[config.mk]
export PLATFORM = sky130hd
export DESIGN_NAME = ebc_cfg_top
export DESIGN_NICKNAME = d
export VERILOG_FILES = /design/src/ebc_pkg.sv /design/src/ebc_cfg_top.sv /design/src/ebc_area_cfg.sv /design/src/ebc_mrs_ctrl.sv
export SDC_FILE = /design/constraint.sdc
export NUM_CORES = 1
export LEC_CHECK = 0
export ABC_AREA = 1
export BUFFER_PORTS_ARGS = -buffer_cell sky130_fd_sc_hd__buf_2
export CAP_MARGIN = 20
export CORE_ASPECT_RATIO = 1.5
export CORE_MARGIN = 2
export CORE_UTILIZATION = 42
export DETAILED_ROUTE_END_ITERATION = 7
export PLACE_DENSITY = 0.76
export SLEW_MARGIN = 10
export SYNTH_ARGS = -nofsm -noshare
export SYNTH_HDL_FRONTEND = slang
export SYNTH_SLANG_ARGS = --single-unit
[constraint.sdc]
create_clock -name pclk -period 1.8 [get_ports pclk]
set_input_delay 0.18 -clock pclk [delete_from_list [all_inputs] [get_ports pclk]]
set_output_delay 0.18 -clock pclk [all_outputs]
set_load 0.005 [all_outputs]
[src/ebc_pkg.sv]
package ebc_pkg;

  // ***************************************************
  // Register map
  // ***************************************************
  localparam int unsigned NUM_REGS = 10;
  localparam int unsigned DATA_W   = 16;
  localparam int unsigned IDX_W    = 4;
  localparam int unsigned OFS_W    = 24;
  localparam int unsigned ADR_LSB  = 2;

  // Offsets are word indices; byte address is index times four
  localparam logic [OFS_W-1:0] OFS_ACCESS_STATE = 24'hfffd86;
  localparam logic [OFS_W-1:0] OFS_WAIT_A       = 24'hfffd88;
  localparam logic [OFS_W-1:0] OFS_WAIT_B       = 24'hfffd8a;
  localparam logic [OFS_W-1:0] OFS_IDLE         = 24'hfffd90;
  localparam logic [OFS_W-1:0] OFS_BYTE_ORDER   = 24'hfffd95;
  localparam logic [OFS_W-1:0] OFS_SRAM_IF      = 24'hfffd98;
  localparam logic [OFS_W-1:0] OFS_DRAM_IF      = 24'hfffda0;
  localparam logic [OFS_W-1:0] OFS_DRAM_TIM     = 24'hfffda2;
  localparam logic [OFS_W-1:0] OFS_SDRAM        = 24'hfffda4;
  localparam logic [OFS_W-1:0] OFS_STATUS       = 24'hfffdbe;

  typedef enum logic [IDX_W-1:0] {
    RI_ACCESS_STATE = 4'h0,
    RI_WAIT_A       = 4'h1,
    RI_WAIT_B       = 4'h2,
    RI_IDLE         = 4'h3,
    RI_BYTE_ORDER   = 4'h4,
    RI_SRAM_IF      = 4'h5,
    RI_DRAM_IF      = 4'h6,
    RI_DRAM_TIM     = 4'h7,
    RI_SDRAM        = 4'h8,
    RI_STATUS       = 4'h9
  } ebc_reg_idx_t;

  // Writable bits per register; all others read as zero
  localparam logic [DATA_W-1:0] MASK_ACCESS_STATE = 16'h1400;
  localparam logic [DATA_W-1:0] MASK_WAIT_A       = 16'h0007;
  localparam logic [DATA_W-1:0] MASK_WAIT_B       = 16'h0700;
  localparam logic [DATA_W-1:0] MASK_IDLE         = 16'hf000;
  localparam logic [DATA_W-1:0] MASK_BYTE_ORDER   = 16'h0014;
  localparam logic [DATA_W-1:0] MASK_SRAM_IF      = 16'h1400;
  localparam logic [DATA_W-1:0] MASK_DRAM_IF      = 16'hc880;
  localparam logic [DATA_W-1:0] MASK_DRAM_TIM     = 16'h3300;
  localparam logic [DATA_W-1:0] MASK_SDRAM        = 16'h8000;
  localparam logic [DATA_W-1:0] REG_RST           = 16'h0000;

  // ***************************************************
  // Field positions
  // ***************************************************
  localparam int unsigned AREA4_THREE_STATE_SEL_BIT  = 12;
  localparam int unsigned AREA2_THREE_STATE_SEL_BIT  = 10;
  localparam int unsigned WAIT_W    = 3;
  localparam int unsigned WAITA_LSB = 0;
  localparam int unsigned WAITB_LSB = 8;
  localparam int unsigned IDLE_W    = 4;
  localparam int unsigned IDLE_LSB  = 12;
  localparam int unsigned LE4_BIT   = 4;
  localparam int unsigned LE2_BIT   = 2;
  localparam int unsigned BC4_BIT   = 12;
  localparam int unsigned BC2_BIT   = 10;
  localparam int unsigned AREA2_DRAM_IFACE_SEL_BIT = 15;
  localparam int unsigned KIND_BIT  = 14;
  localparam int unsigned OUTEN_BIT = 11;
  localparam int unsigned BURST_BIT = 7;
  localparam int unsigned TPC_W     = 2;
  localparam int unsigned TPC_LSB   = 12;
  localparam int unsigned RCD_W     = 2;
  localparam int unsigned RCD_LSB   = 8;
  localparam int unsigned MODE_REG_SET_ENABLE_BIT  = 15;
  localparam int unsigned CAS_W     = 2;
  localparam int unsigned ST_DONE   = 0;
  localparam int unsigned ST_CONFL  = 1;
  localparam int unsigned NUM_AREAS = 2;

  // ***************************************************
  // Carriers
  // ***************************************************
  typedef struct packed {
    logic              three_state;
    logic [WAIT_W-1:0] wait_cycles;
    logic              little_endian;
    logic              byte_ctrl_sram;
  } ebc_area_cfg_t;

  typedef struct packed {
    logic               dram_sel;
    logic               sdram;
    logic               edo_oe_en;
    logic               sdram_cke_en;
    logic               burst_en;
    logic [TPC_W:0]     precharge_cycles;
    logic [RCD_W-1:0]   row_col_waits;
    logic [CAS_W:0]     cas_latency;
    logic               mode_reg_set_enable;
  } ebc_dram_cfg_t;

  typedef enum logic [1:0] {
    MRS_IDLE     = 2'b00,
    MRS_ARMED    = 2'b01,
    MRS_ISSUE    = 2'b10,
    MRS_WAIT_CLR = 2'b11
  } ebc_mrs_state_t;

endpackage

[src/ebc_cfg_top.sv]
//
// Overview of operation
// - Each area's access-state bit picks two- or three-state access, 1 meaning three-state.
// - A three-bit wait field per area sets the program wait cycles, 111 giving seven.
// - With SDRAM on area 2 its wait field is the CAS latency and its top bit is ignored.
// - With SDRAM, 01 in the low two bits of the area 2 wait field gives CAS latency two.
// - Bits 15 to 12 of the idle register set idle cycle insertion, 0 inserting none.
// - Each area's byte-order bit selects endianness, 0 meaning big-endian.
// - Each area's interface bit picks basic bus at 0 or byte-control SRAM at 1.
// - Bit 15 of the DRAM control register at 1 makes area 2 a DRAM/SDRAM interface.
// - Bit 14 picks the DRAM kind on area 2, 1 meaning SDRAM.
// - Bit 11 at 1 enables the shared pin as EDO output enable or SDRAM clock enable.
// - Bit 7 at 1 lets the DRAM or SDRAM be accessed in high-speed page mode.
// - A two-bit precharge field sets RAS precharge cycles, 00 giving one cycle.
// - A two-bit RAS-to-CAS field sets waits between RAS and CAS, 00 giving none.
// - Bit 15 of the SDRAM control register at 1 permits mode register setting.
// - A byte write to SDRAM space then programs the mode; software clears the bit after.
//
// Chosen here: the APB interface to the registers.
`timescale 1ns/100ps
`default_nettype none
module ebc_cfg_top (
  // APB clock and reset
  input  wire logic                pclk,
  input  wire logic                presetn,
  // APB slave
  input  wire logic                psel,
  input  wire logic                penable,
  input  wire logic                pwrite,
  input  wire logic [31:0]         paddr,
  input  wire logic [31:0]         pwdata,
  output logic [31:0]              prdata,
  output logic                     pready,
  output logic                     pslverr,
  // Mode register write from the bus controller
  input  wire logic                sdram_byte_wr,
  input  wire logic [15:0]         sdram_wr_addr,
  // Area setups
  output ebc_pkg::ebc_area_cfg_t   area2_cfg,
  output ebc_pkg::ebc_area_cfg_t   area4_cfg,
  output ebc_pkg::ebc_dram_cfg_t   dram_cfg,
  output logic [ebc_pkg::IDLE_W-1:0] idle_insert_field,
  output logic                     idle_insert_en,
  // SDRAM mode command
  output logic                     mrs_cmd,
  output logic [15:0]              mrs_value
);
  import ebc_pkg::*;

  // ***************************************************
  // Address decode
  // ***************************************************

  // Maps a byte address to a register index; used by read and write
  function automatic logic [IDX_W:0] addr_decode(
    input logic [31:0] adr
  );
    logic [OFS_W-1:0] ofs;
    logic             ok;
    ofs = adr[ADR_LSB+OFS_W-1:ADR_LSB];
    ok  = (adr[31:ADR_LSB+OFS_W] == '0) && (adr[ADR_LSB-1:0] == '0);
    addr_decode = '0;
    if (ok) begin
      case (ofs)
        OFS_ACCESS_STATE: addr_decode = {1'b1, RI_ACCESS_STATE};
        OFS_WAIT_A:       addr_decode = {1'b1, RI_WAIT_A};
        OFS_WAIT_B:       addr_decode = {1'b1, RI_WAIT_B};
        OFS_IDLE:         addr_decode = {1'b1, RI_IDLE};
        OFS_BYTE_ORDER:   addr_decode = {1'b1, RI_BYTE_ORDER};
        OFS_SRAM_IF:      addr_decode = {1'b1, RI_SRAM_IF};
        OFS_DRAM_IF:      addr_decode = {1'b1, RI_DRAM_IF};
        OFS_DRAM_TIM:     addr_decode = {1'b1, RI_DRAM_TIM};
        OFS_SDRAM:        addr_decode = {1'b1, RI_SDRAM};
        OFS_STATUS:       addr_decode = {1'b1, RI_STATUS};
        default:          addr_decode = '0;
      endcase
    end
  endfunction

  // Writable-bit mask of a register index
  function automatic logic [DATA_W-1:0] reg_mask(
    input logic [IDX_W-1:0] idx
  );
    case (idx)
      RI_ACCESS_STATE: reg_mask = MASK_ACCESS_STATE;
      RI_WAIT_A:       reg_mask = MASK_WAIT_A;
      RI_WAIT_B:       reg_mask = MASK_WAIT_B;
      RI_IDLE:         reg_mask = MASK_IDLE;
      RI_BYTE_ORDER:   reg_mask = MASK_BYTE_ORDER;
      RI_SRAM_IF:      reg_mask = MASK_SRAM_IF;
      RI_DRAM_IF:      reg_mask = MASK_DRAM_IF;
      RI_DRAM_TIM:     reg_mask = MASK_DRAM_TIM;
      RI_SDRAM:        reg_mask = MASK_SDRAM;
      default:         reg_mask = '0;
    endcase
  endfunction

  logic [IDX_W:0]   dec;
  logic             hit;
  logic [IDX_W-1:0] idx;
  logic             wr_acc;
  logic             rd_acc;

  // Zero-wait slave: every access completes in its first access cycle
  assign dec    = addr_decode(paddr);
  assign hit    = dec[IDX_W];
  assign idx    = dec[IDX_W-1:0];
  assign wr_acc = psel && penable && pwrite && hit;
  assign rd_acc = psel && penable && !pwrite && hit;
  assign pready = 1'b1;
  assign pslverr = psel && penable && !hit;

  // ***************************************************
  // Register storage
  // ***************************************************
  logic [DATA_W-1:0] regs_ff     [NUM_REGS-1];
  logic [DATA_W-1:0] nxt_regs    [NUM_REGS-1];
  logic              done_ff;
  logic              nxt_done;
  logic              confl;
  logic              mrs_done;

  // Plain stores of the configuration registers
  always_comb begin
    for (int i = 0; i < NUM_REGS-1; i++) begin
      nxt_regs[i] = regs_ff[i];
      if (wr_acc && (idx == i[IDX_W-1:0])) begin
        nxt_regs[i] = pwdata[DATA_W-1:0] & reg_mask(i[IDX_W-1:0]);
      end
    end
  end

  always_ff @(posedge pclk or negedge presetn) begin
    if (!presetn) begin
      for (int i = 0; i < NUM_REGS-1; i++) begin
        regs_ff[i] <= REG_RST;
      end
    end else begin
      for (int i = 0; i < NUM_REGS-1; i++) begin
        regs_ff[i] <= nxt_regs[i];
      end
    end
  end

  // Mode-set done flag: write 1 clears, a new completion wins the cycle
  always_comb begin
    nxt_done = done_ff;
    if (wr_acc && (idx == RI_STATUS) && pwdata[ST_DONE]) begin
      nxt_done = 1'b0;
    end
    if (mrs_done) begin
      nxt_done = 1'b1;
    end
  end

  always_ff @(posedge pclk or negedge presetn) begin
    if (!presetn) begin
      done_ff <= 1'b0;
    end else begin
      done_ff <= nxt_done;
    end
  end

  // ***************************************************
  // Read data
  // ***************************************************
  logic [31:0] rdata_ff;
  logic [31:0] nxt_rdata;

  // Captured at the setup cycle so it is stable in the access cycle
  always_comb begin
    nxt_rdata = rdata_ff;
    if (psel && !penable && !pwrite) begin
      nxt_rdata = '0;
      if (hit && (idx == RI_STATUS)) begin
        nxt_rdata[ST_DONE]  = done_ff;
        nxt_rdata[ST_CONFL] = confl;
      end else if (hit) begin
        nxt_rdata[DATA_W-1:0] = regs_ff[idx];
      end
    end
  end

  always_ff @(posedge pclk or negedge presetn) begin
    if (!presetn) begin
      rdata_ff <= '0;
    end else begin
      rdata_ff <= nxt_rdata;
    end
  end

  assign prdata = rd_acc ? rdata_ff : '0;

  // ***************************************************
  // Field extraction
  // ***************************************************
  logic [DATA_W-1:0] r_ast;
  logic [DATA_W-1:0] r_wa;
  logic [DATA_W-1:0] r_wb;
  logic [DATA_W-1:0] r_idle;
  logic [DATA_W-1:0] r_le;
  logic [DATA_W-1:0] r_sram;
  logic [DATA_W-1:0] r_dram;
  logic [DATA_W-1:0] r_tim;
  logic [DATA_W-1:0] r_sd;

  assign r_ast  = regs_ff[RI_ACCESS_STATE];
  assign r_wa   = regs_ff[RI_WAIT_A];
  assign r_wb   = regs_ff[RI_WAIT_B];
  assign r_idle = regs_ff[RI_IDLE];
  assign r_le   = regs_ff[RI_BYTE_ORDER];
  assign r_sram = regs_ff[RI_SRAM_IF];
  assign r_dram = regs_ff[RI_DRAM_IF];
  assign r_tim  = regs_ff[RI_DRAM_TIM];
  assign r_sd   = regs_ff[RI_SDRAM];

  logic sdram_on;

  // SDRAM mode needs the DRAM interface and the SDRAM kind together
  assign sdram_on = r_dram[AREA2_DRAM_IFACE_SEL_BIT] && r_dram[KIND_BIT];

  // Software must not leave area 2 byte-control with DRAM enabled
  assign confl = r_dram[AREA2_DRAM_IFACE_SEL_BIT] && r_sram[BC2_BIT];

  // ***************************************************
  // Per-area setup
  // ***************************************************
  logic [NUM_AREAS-1:0] a_ast;
  logic [NUM_AREAS-1:0] a_le;
  logic [NUM_AREAS-1:0] a_bc;
  logic [NUM_AREAS-1:0] a_cas;
  logic [WAIT_W-1:0]    a_wait [NUM_AREAS];
  ebc_area_cfg_t        a_cfg  [NUM_AREAS];

  // Index 0 is area 2, index 1 is area 4
  assign a_ast   = {r_ast[AREA4_THREE_STATE_SEL_BIT], r_ast[AREA2_THREE_STATE_SEL_BIT]};
  assign a_le    = {r_le[LE4_BIT], r_le[LE2_BIT]};
  assign a_bc    = {r_sram[BC4_BIT], r_sram[BC2_BIT]};
  assign a_cas   = {1'b0, sdram_on};
  assign a_wait[0] = r_wb[WAITB_LSB +: WAIT_W];
  assign a_wait[1] = r_wa[WAITA_LSB +: WAIT_W];

  generate
    for (genvar g = 0; g < NUM_AREAS; g++) begin : g_area
      ebc_area_cfg u_area (
        .pclk               (pclk),
        .presetn            (presetn),
        .three_state_sel    (a_ast[g]),
        .wait_field         (a_wait[g]),
        .little_endian      (a_le[g]),
        .byte_ctrl_sram_sel (a_bc[g]),
        .cas_mode           (a_cas[g]),
        .cfg                (a_cfg[g])
      );
    end
  endgenerate

  assign area2_cfg = a_cfg[0];
  assign area4_cfg = a_cfg[1];

  // ***************************************************
  // DRAM setup
  // ***************************************************
  ebc_dram_cfg_t dram_ff;
  ebc_dram_cfg_t nxt_dram;
  logic [IDLE_W-1:0] idle_ff;
  logic [IDLE_W-1:0] nxt_idle;
  logic [CAS_W-1:0]  cas_code;
  logic [TPC_W-1:0]  tpc_code;

  // Top wait bit is dropped: only two bits code the latency
  assign cas_code = r_wb[WAITB_LSB +: CAS_W];
  assign tpc_code = r_tim[TPC_LSB +: TPC_W];

  // Decode of area 2 memory timing and pin enables
  always_comb begin
    nxt_dram.dram_sel     = r_dram[AREA2_DRAM_IFACE_SEL_BIT];
    nxt_dram.sdram        = sdram_on;
    nxt_dram.edo_oe_en    = r_dram[AREA2_DRAM_IFACE_SEL_BIT] && !r_dram[KIND_BIT]
                            && r_dram[OUTEN_BIT];
    nxt_dram.sdram_cke_en = sdram_on && r_dram[OUTEN_BIT];
    nxt_dram.burst_en     = r_dram[AREA2_DRAM_IFACE_SEL_BIT] && r_dram[BURST_BIT];
    // Code 00 means one cycle, so count is code plus one
    nxt_dram.precharge_cycles = {1'b0, tpc_code} + 3'h1;
    nxt_dram.row_col_waits    = r_tim[RCD_LSB +: RCD_W];
    // Code 01 means latency two, so latency is code plus one
    nxt_dram.cas_latency = sdram_on ?
      ({1'b0, cas_code} + 3'h1) : 3'h0;
    nxt_dram.mode_reg_set_enable = sdram_on && r_sd[MODE_REG_SET_ENABLE_BIT];
    nxt_idle = r_idle[IDLE_LSB +: IDLE_W];
  end

  always_ff @(posedge pclk or negedge presetn) begin
    if (!presetn) begin
      dram_ff <= '0;
      idle_ff <= '0;
    end else begin
      dram_ff <= nxt_dram;
      idle_ff <= nxt_idle;
    end
  end

  assign dram_cfg          = dram_ff;
  assign idle_insert_field = idle_ff;
  assign idle_insert_en    = (idle_ff != '0);

  // ***************************************************
  // SDRAM mode register programming
  // ***************************************************
  ebc_mrs_ctrl u_mrs (
    .pclk          (pclk),
    .presetn       (presetn),
    .mrs_allowed   (dram_ff.mode_reg_set_enable),
    .sdram_byte_wr (sdram_byte_wr),
    .sdram_wr_addr (sdram_wr_addr),
    .mrs_cmd       (mrs_cmd),
    .mrs_value     (mrs_value),
    .mrs_done      (mrs_done)
  );

endmodule
`default_nettype wire

[src/ebc_area_cfg.sv]
`timescale 1ns/100ps
`default_nettype none
module ebc_area_cfg (
  // Clock and reset
  input  wire logic                  pclk,
  input  wire logic                  presetn,
  // Raw register bits
  input  wire logic                  three_state_sel,
  input  wire logic [ebc_pkg::WAIT_W-1:0] wait_field,
  input  wire logic                  little_endian,
  input  wire logic                  byte_ctrl_sram_sel,
  input  wire logic                  cas_mode,
  // Decoded area setup
  output ebc_pkg::ebc_area_cfg_t     cfg
);
  import ebc_pkg::*;

  ebc_area_cfg_t cfg_ff;
  ebc_area_cfg_t nxt_cfg;

  // Decode; in CAS mode the field holds latency, not program waits
  always_comb begin
    nxt_cfg.three_state    = three_state_sel;
    nxt_cfg.wait_cycles    = cas_mode ? '0 : wait_field;
    nxt_cfg.little_endian  = little_endian;
    nxt_cfg.byte_ctrl_sram = byte_ctrl_sram_sel;
  end

  // Registered so the bus controller sees a stable setup
  always_ff @(posedge pclk or negedge presetn) begin
    if (!presetn) begin
      cfg_ff <= '0;
    end else begin
      cfg_ff <= nxt_cfg;
    end
  end

  assign cfg = cfg_ff;

endmodule
`default_nettype wire

[src/ebc_mrs_ctrl.sv]
`timescale 1ns/100ps
`default_nettype none
module ebc_mrs_ctrl (
  // Clock and reset
  input  wire logic        pclk,
  input  wire logic        presetn,
  // Control
  input  wire logic        mrs_allowed,
  input  wire logic        sdram_byte_wr,
  input  wire logic [15:0] sdram_wr_addr,
  // Command
  output logic             mrs_cmd,
  output logic [15:0]      mrs_value,
  output logic             mrs_done
);
  import ebc_pkg::*;

  ebc_mrs_state_t state_ff;
  ebc_mrs_state_t nxt_state;
  logic [15:0]    value_ff;
  logic [15:0]    nxt_value;

  // One mode program per enable session; software must clear to rearm
  always_comb begin
    nxt_state = state_ff;
    nxt_value = value_ff;
    case (state_ff)
      MRS_IDLE: begin
        if (mrs_allowed) nxt_state = MRS_ARMED;
      end
      MRS_ARMED: begin
        if (!mrs_allowed) begin
          nxt_state = MRS_IDLE;
        end else if (sdram_byte_wr) begin
          nxt_state = MRS_ISSUE;
          nxt_value = sdram_wr_addr;
        end
      end
      MRS_ISSUE: nxt_state = MRS_WAIT_CLR;
      MRS_WAIT_CLR: begin
        if (!mrs_allowed) nxt_state = MRS_IDLE;
      end
      default: nxt_state = MRS_IDLE;
    endcase
  end

  always_ff @(posedge pclk or negedge presetn) begin
    if (!presetn) begin
      state_ff <= MRS_IDLE;
      value_ff <= '0;
    end else begin
      state_ff <= nxt_state;
      value_ff <= nxt_value;
    end
  end

  assign mrs_cmd   = (state_ff == MRS_ISSUE);
  assign mrs_done  = (state_ff == MRS_ISSUE);
  assign mrs_value = value_ff;

endmodule
`default_nettype wire

; ---- Yosys cells after proc, flatten, opt, wreduce, memory -nomap -nowiden
; Index checks and enable logic that the tools add are counted.
[word_totals]
ff_bits = 209
input_bits = 86
out_inout_bits = 82
elab_cells = 136
[classes]
add_sub_neg = 2
n_lt_le_gt_ge = 1
n_eq_ne = 25
n_mux = 27
bitwise = 10
n_reduce_logical = 40
[ops]
columns = operator, count
row1 = $eq 24x24->1 const B, 10
row2 = $mux 16, 13
row3 = $and 16x16->16, 9
row4 = $bmux 16 s4, 1
row5 = $pmux 5 s10, 1
row6 = $logic_and 1x1->1, 28
row7 = $eq 4x3->1 const B, 4
row8 = $mux 14, 1
row9 = $mux 2, 5
row10 = $eq 4x2->1 const B, 2
row11 = $eq 4x4->1 const B, 2
row12 = $pmux 2 s4, 1
row13 = $add 2x1->3 const B, 2
row14 = $logic_not 6->1, 1
row15 = $mux 3, 2
row16 = $reduce_and 3->1, 2
row17 = $ge 5x5->1 const B, 1
row18 = $mux 5, 1
row19 = $not 4->5, 1
row20 = $eq 2x2->1 const B, 2
row21 = $eq 4x1->1 const B, 1
row22 = $logic_not 1->1, 4
row23 = $logic_not 2->1, 2
row24 = $logic_not 4->1, 1
row25 = other kinds (6), 8

; ---- Depth between registers and ports, before layout
[logic_depth]
word_depth = 9
depth_mapped = 17
ltp_nobuf = 16

; ---- By module
; A second synthesis with hierarchy kept.
[unflattened]
cells_unflattened = 633
area_unflattened_um2 = 4764.6
[modules_own_cells]
columns = mod, instances, cells_each, area_per_inst_um2, seq_area_each_um2
row1 = ebc_cfg_top, 1, 527, 3662.3, 1426.4
row2 = ebc_mrs_ctrl, 1, 82, 757.0, 450.4
row3 = ebc_area_cfg, 2, 12, 172.7, 150.1

; ---- Worst setup path before layout
; Ideal clock, no wire load.
[synth_timing]
path_kind = input to output
startpoint = in paddr[31]
endpoint = out prdata[10]
t_arrival_ns = 1.517
t_required_ns = 1.620
path_slack_ns = 0.103
path_stages = 9
path_buffers = 2
cell_sequence = nor4_2 nand3_2 inv_2 buf_4 nand2_2 nor2_4 nand2_1 buf_2 nor2_1
[synth_between]
elab_chain_len = 5
[synth_rtl]
columns = item, line_no
row1 = from (decl), ebc_cfg_top.sv:30  ; input wire logic [31:0] paddr,
row2 = $logic_not 6->1, ebc_cfg_top.sv:61  ; ok = (adr[31:ADR_LSB+OFS_W] == '0) && (adr[ADR_LSB-1:0] == '0);
row3 = $logic_and 1x1->1, ebc_cfg_top.sv:61
row4 = $mux 5, ebc_cfg_top.sv:63  ; if (ok) begin
row5 = $logic_and 1x1->1, ebc_cfg_top.sv:109  ; assign rd_acc = psel && penable && !pwrite && hit;
row6 = $mux 16, ebc_cfg_top.sv:192  ; assign prdata = rd_acc ? rdata_ff : '0;
row7 = to (decl), ebc_cfg_top.sv:32  ; output logic [31:0] prdata,
; Every way passes these cells.

; ---- Final worst setup path
[layout_timing]
startpoint = in paddr[21]
endpoint = out prdata[11]
[layout_between]
elab_chain_len = 5
elab_cells_between_ends = 14
classes_between = 10 x eq/ne / 3 x mux / 1 x reduce/logical
[layout_rtl]
columns = item, line_no
row1 = $eq 24x24->1, ebc_cfg_top.sv:64  ; case (ofs)
row2 = $pmux 5 s10 *, ebc_cfg_top.sv:64
row3 = $mux 5 *, ebc_cfg_top.sv:63
row4 = $logic_and 1x1->1 *, ebc_cfg_top.sv:109
row5 = $mux 16 *, ebc_cfg_top.sv:192
; Every way passes the cells marked *; elsewhere a longest branch is shown, timed or not.

==> out/metrics.yaml <==
cells_and_area:
  insertedDiodeCount: 0
  fin_nets: 856
  area_growth_pct: 43.3
  post_route_cells_drive_above_1_share: 0.444
status:
  status: "complete, but fails checks"
  violations: "negative setup slack"
logic_synthesis:
  synth_cells: 563
  yosys-top-cells-area: "dfrtp_1 (48%), nand2_1 (12%), nor2_1 (5.6%)"
  synth_top_cell_by_area: "dfrtp_1"
  ys_top_cells_by_count: "nand2_1 (151), dfrtp_1 (87), nor2_1 (68)"
  avgSynthCellArea_um2: 8.09
  seq_area_frac_synth: 0.478
  ys_types: 34
  synth_top_area_frac: 0.478
  syn_area_um2: 4560
  synthArstFlopShare: 1.00
  synth_edf_count: 0
  synth.most_common_cell: "nand2_1"
  ys_warn_count: 0
  synth-main-ff-cell: "dfrtp_1"
  ys_ff_latch: 87
timing:
  finClkSkew_ns: 0.00540
  holdWs_ns: 0.0478
  hold_viol_final: 0
  fin_tns_setup_ns: -1.91
  layout_min_cycle_time_ns: 1.97
  setup_violations: 13
  period_share: 1.10
  fin_ws_ns: -0.174
  max_freq_mhz: 507
  slew_violations: 0
  rsz0062_at_grt: "yes"
clocking:
  clock_latency_ns: 0.34
  clk_path_buf_depth: 2
  cts-root-buf: "clkbuf_16"
  clkSinkCount: 87
  htreeDepth: 3
  cts_tree: "done"
  numCtsBuffers: 9
  clk_pin_slew_ns: 0.07
pwr:
  powerDensity_nw_per_um2: 623
  power_frac_seq: 0.481
  switchingPower_mw: 0.923
  switching_share: 0.227
  p_comb_frac: 0.060
  p_clk_frac: 0.459
  p_int_mw: 3.14
  p_leak_nw: 3.46
  ir_worst_vdd_uv: 382
routing:
  final_antenna_net_count: 0
  wl_per_cell_um: 14.2
  drt-total-wl_mm: 13.0
  drt_iter0_markers: 269
  num_vias: 4476
  drtPass1Iterations: 4
  vias_per_cell: 4.88
  route.detailed.drc: 0
global_routing:
  grt_usage: 0.211
  gr-total-overflow: 0
  grt_max_degree: 69
  grt_pass1_wl_mm: 19.0
  grt_pass1_vias: 4189
  antenna_found_initial: 0
worst_setup_path:
  startpoint: "paddr[21]"
  crit_type: "in2out"
  r2r-start: "dram_cfg[0]"
  crit_arrival_ns: 1.79
  cp-start-kind: "primary input"
  worst_ep_required_time_ns: 1.62
  cp-end-kind: "output pin"
  crit_fanout: 6
placement:
  place_congestion: 0.906
  portBuffers: 128
  dp_hpwl_mm: 9.64
floorplanning:
  fp.dieArea_um2: 11700
  die_w_um: 89.0
  fp.dieH_um: 132
  core_region_area_um2: 10600
  top_level_ports: 168
  rows: 46
  start_util: 0.430
job:
  cap_violations: 0
worst_hold_path:
  worstHoldStart: "pwdata[4]"
  hp-class: "in2reg"
-- worst paths after layout --
kind	endpoint	slack [ns]	depth (start not counted)
max in group asynchronous	u_mrs.mrs_value[1]	0.91	3
min in group asynchronous	dram_cfg[5]	0.27	2
max	prdata[11]	-0.17	15
min reg2reg	dram_cfg[4]	0.38	0
max reg2reg	u_mrs.mrs_value[2]	0.53	3
min	r_le[4]	0.05	3
-- cells by family after synthesis --
family,count (synthesis),share of synthesized area
AND/OR/NAND/NOR,324,0.330
buffers and inverters,99,0.104
flip-flops,87,0.478
AO/OA/AOI/OAI,33,0.0417
multiplexers,16,0.0395
adder cells (fa/ha/maj),2,0.00549
other,2,0.00165
-- per-stage QoR --
stage / cells / util / area, um2 / power (mW) / worst slack, ns
2_1_floorplan: 581 / - / 4620 / 2.09 / 0.103
3_3_place_gp: 882 / 0.540 / 5720 / 2.21 / -0.172
3_5_place_dp: 882 / 0.540 / 5720 / 2.22 / -0.233
4_1_cts: 904 / 0.578 / 6120 / 4.08 / -0.119
5_1_grt: 917 / 0.616 / 6530 / 4.21 / -0.313
6_report: 917 / 0.616 / 6530 / 4.07 / -0.174
-- placed cells by master, fill, tap and decap left out, types with 2 or more instances in the layout --
cell type	n
buf_2	120
o211ai_1	2
o21ai_0	12
nor3_4	4
buf_4	61
nor2_4	16
inv_6	4
buf_6	14
a21oi_2	2
nand3_2	13
dfrtp_1	87
nand2_2	25
conb_1	20
o21ai_1	10
nand3_4	2
inv_1	57
nor2_2	23
ha_1	2
clkinvlp_4	3
nand2_1	133
o22ai_1	2
mux2_2	16
nand3_1	35
nor2_1	45
nand2_4	6
nor3_1	6
buf_12	4
nand4_1	14
clkbuf_16	9
o21ai_4	2
inv_4	2
inv_2	12
-- flip-flops by register name (all words and copies together), names as in the netlist, 2 cells and up --
name,cells
u_mrs.mrs_value,16
dram_cfg,14
rdata_ff,13
g_area.u_area.cfg,12
idle_insert_field,4
r_dram,4
r_idle,4
r_tim,4
r_wa,3
r_wb,3
r_ast,2
r_le,2
r_sram,2
u_mrs.state_ff,2
-- layout make-up --
type | count | area (um2)
Clock buffer | 9 | 225
Clock inverter | 7 | 78.8
Fill cell | 938 | 4060
Inverter | 71 | 274
Multi-Input combinational cell | 397 | 2270
Sequential cell | 87 | 2180
Tap cell | 144 | 180
Timing Repair Buffer | 201 | 1320
Timing Repair inverter | 1 | 6.26
-- power groups by stage --
stage	logic (mW)	registers [mW]	clock network, mW
3_3_place_gp	0.221	1.99	0
3_5_place_dp	0.227	1.99	0
6_report	0.246	1.95	1.87
4_1_cts	0.233	1.95	1.89
5_1_grt	0.276	1.95	1.98
2_1_floorplan	0.0934	1.99	0
-- layer usage --
| metal | vias to the layer above | track usage | part of all wire |
|---|---|---|---|
| met5 | - | 0 | 0 |
| met4 | 0 | 0.124 | 0.051 |
| met3 | 43 | 0.0327 | 0.057 |
| met2 | 201 | 0.390 | 0.55 |
| met1 | 2074 | 0.211 | 0.34 |
| li1 | 2158 | - | - |
-- worst max-delay path: stages --
cell and delay, ns:
buf_2 0.09, nand2_2 0.05, nor2_2 0.12, nand2_2 0.11
nor2_4 0.23, nand2_1 0.10, nand2_1 0.09, inv_2 0.04
nand3_2 0.08, nand2_2 0.08, nor2_4 0.16, nand2_4 0.09
buf_8 0.15, nor2_2 0.09, buf_2 0.11
-- repair_timing --
action,4_1_cts,5_1_grt
endpoints found under the setup margin,13,44
buffers inserted,3,11
pin swaps,3,38
hold buffers,1,0
gates resized for setup,16,83
gates cloned,2,2
endpoints found under the hold margin,19,0
Note: power is estimated with default switching activity, not from simulation.
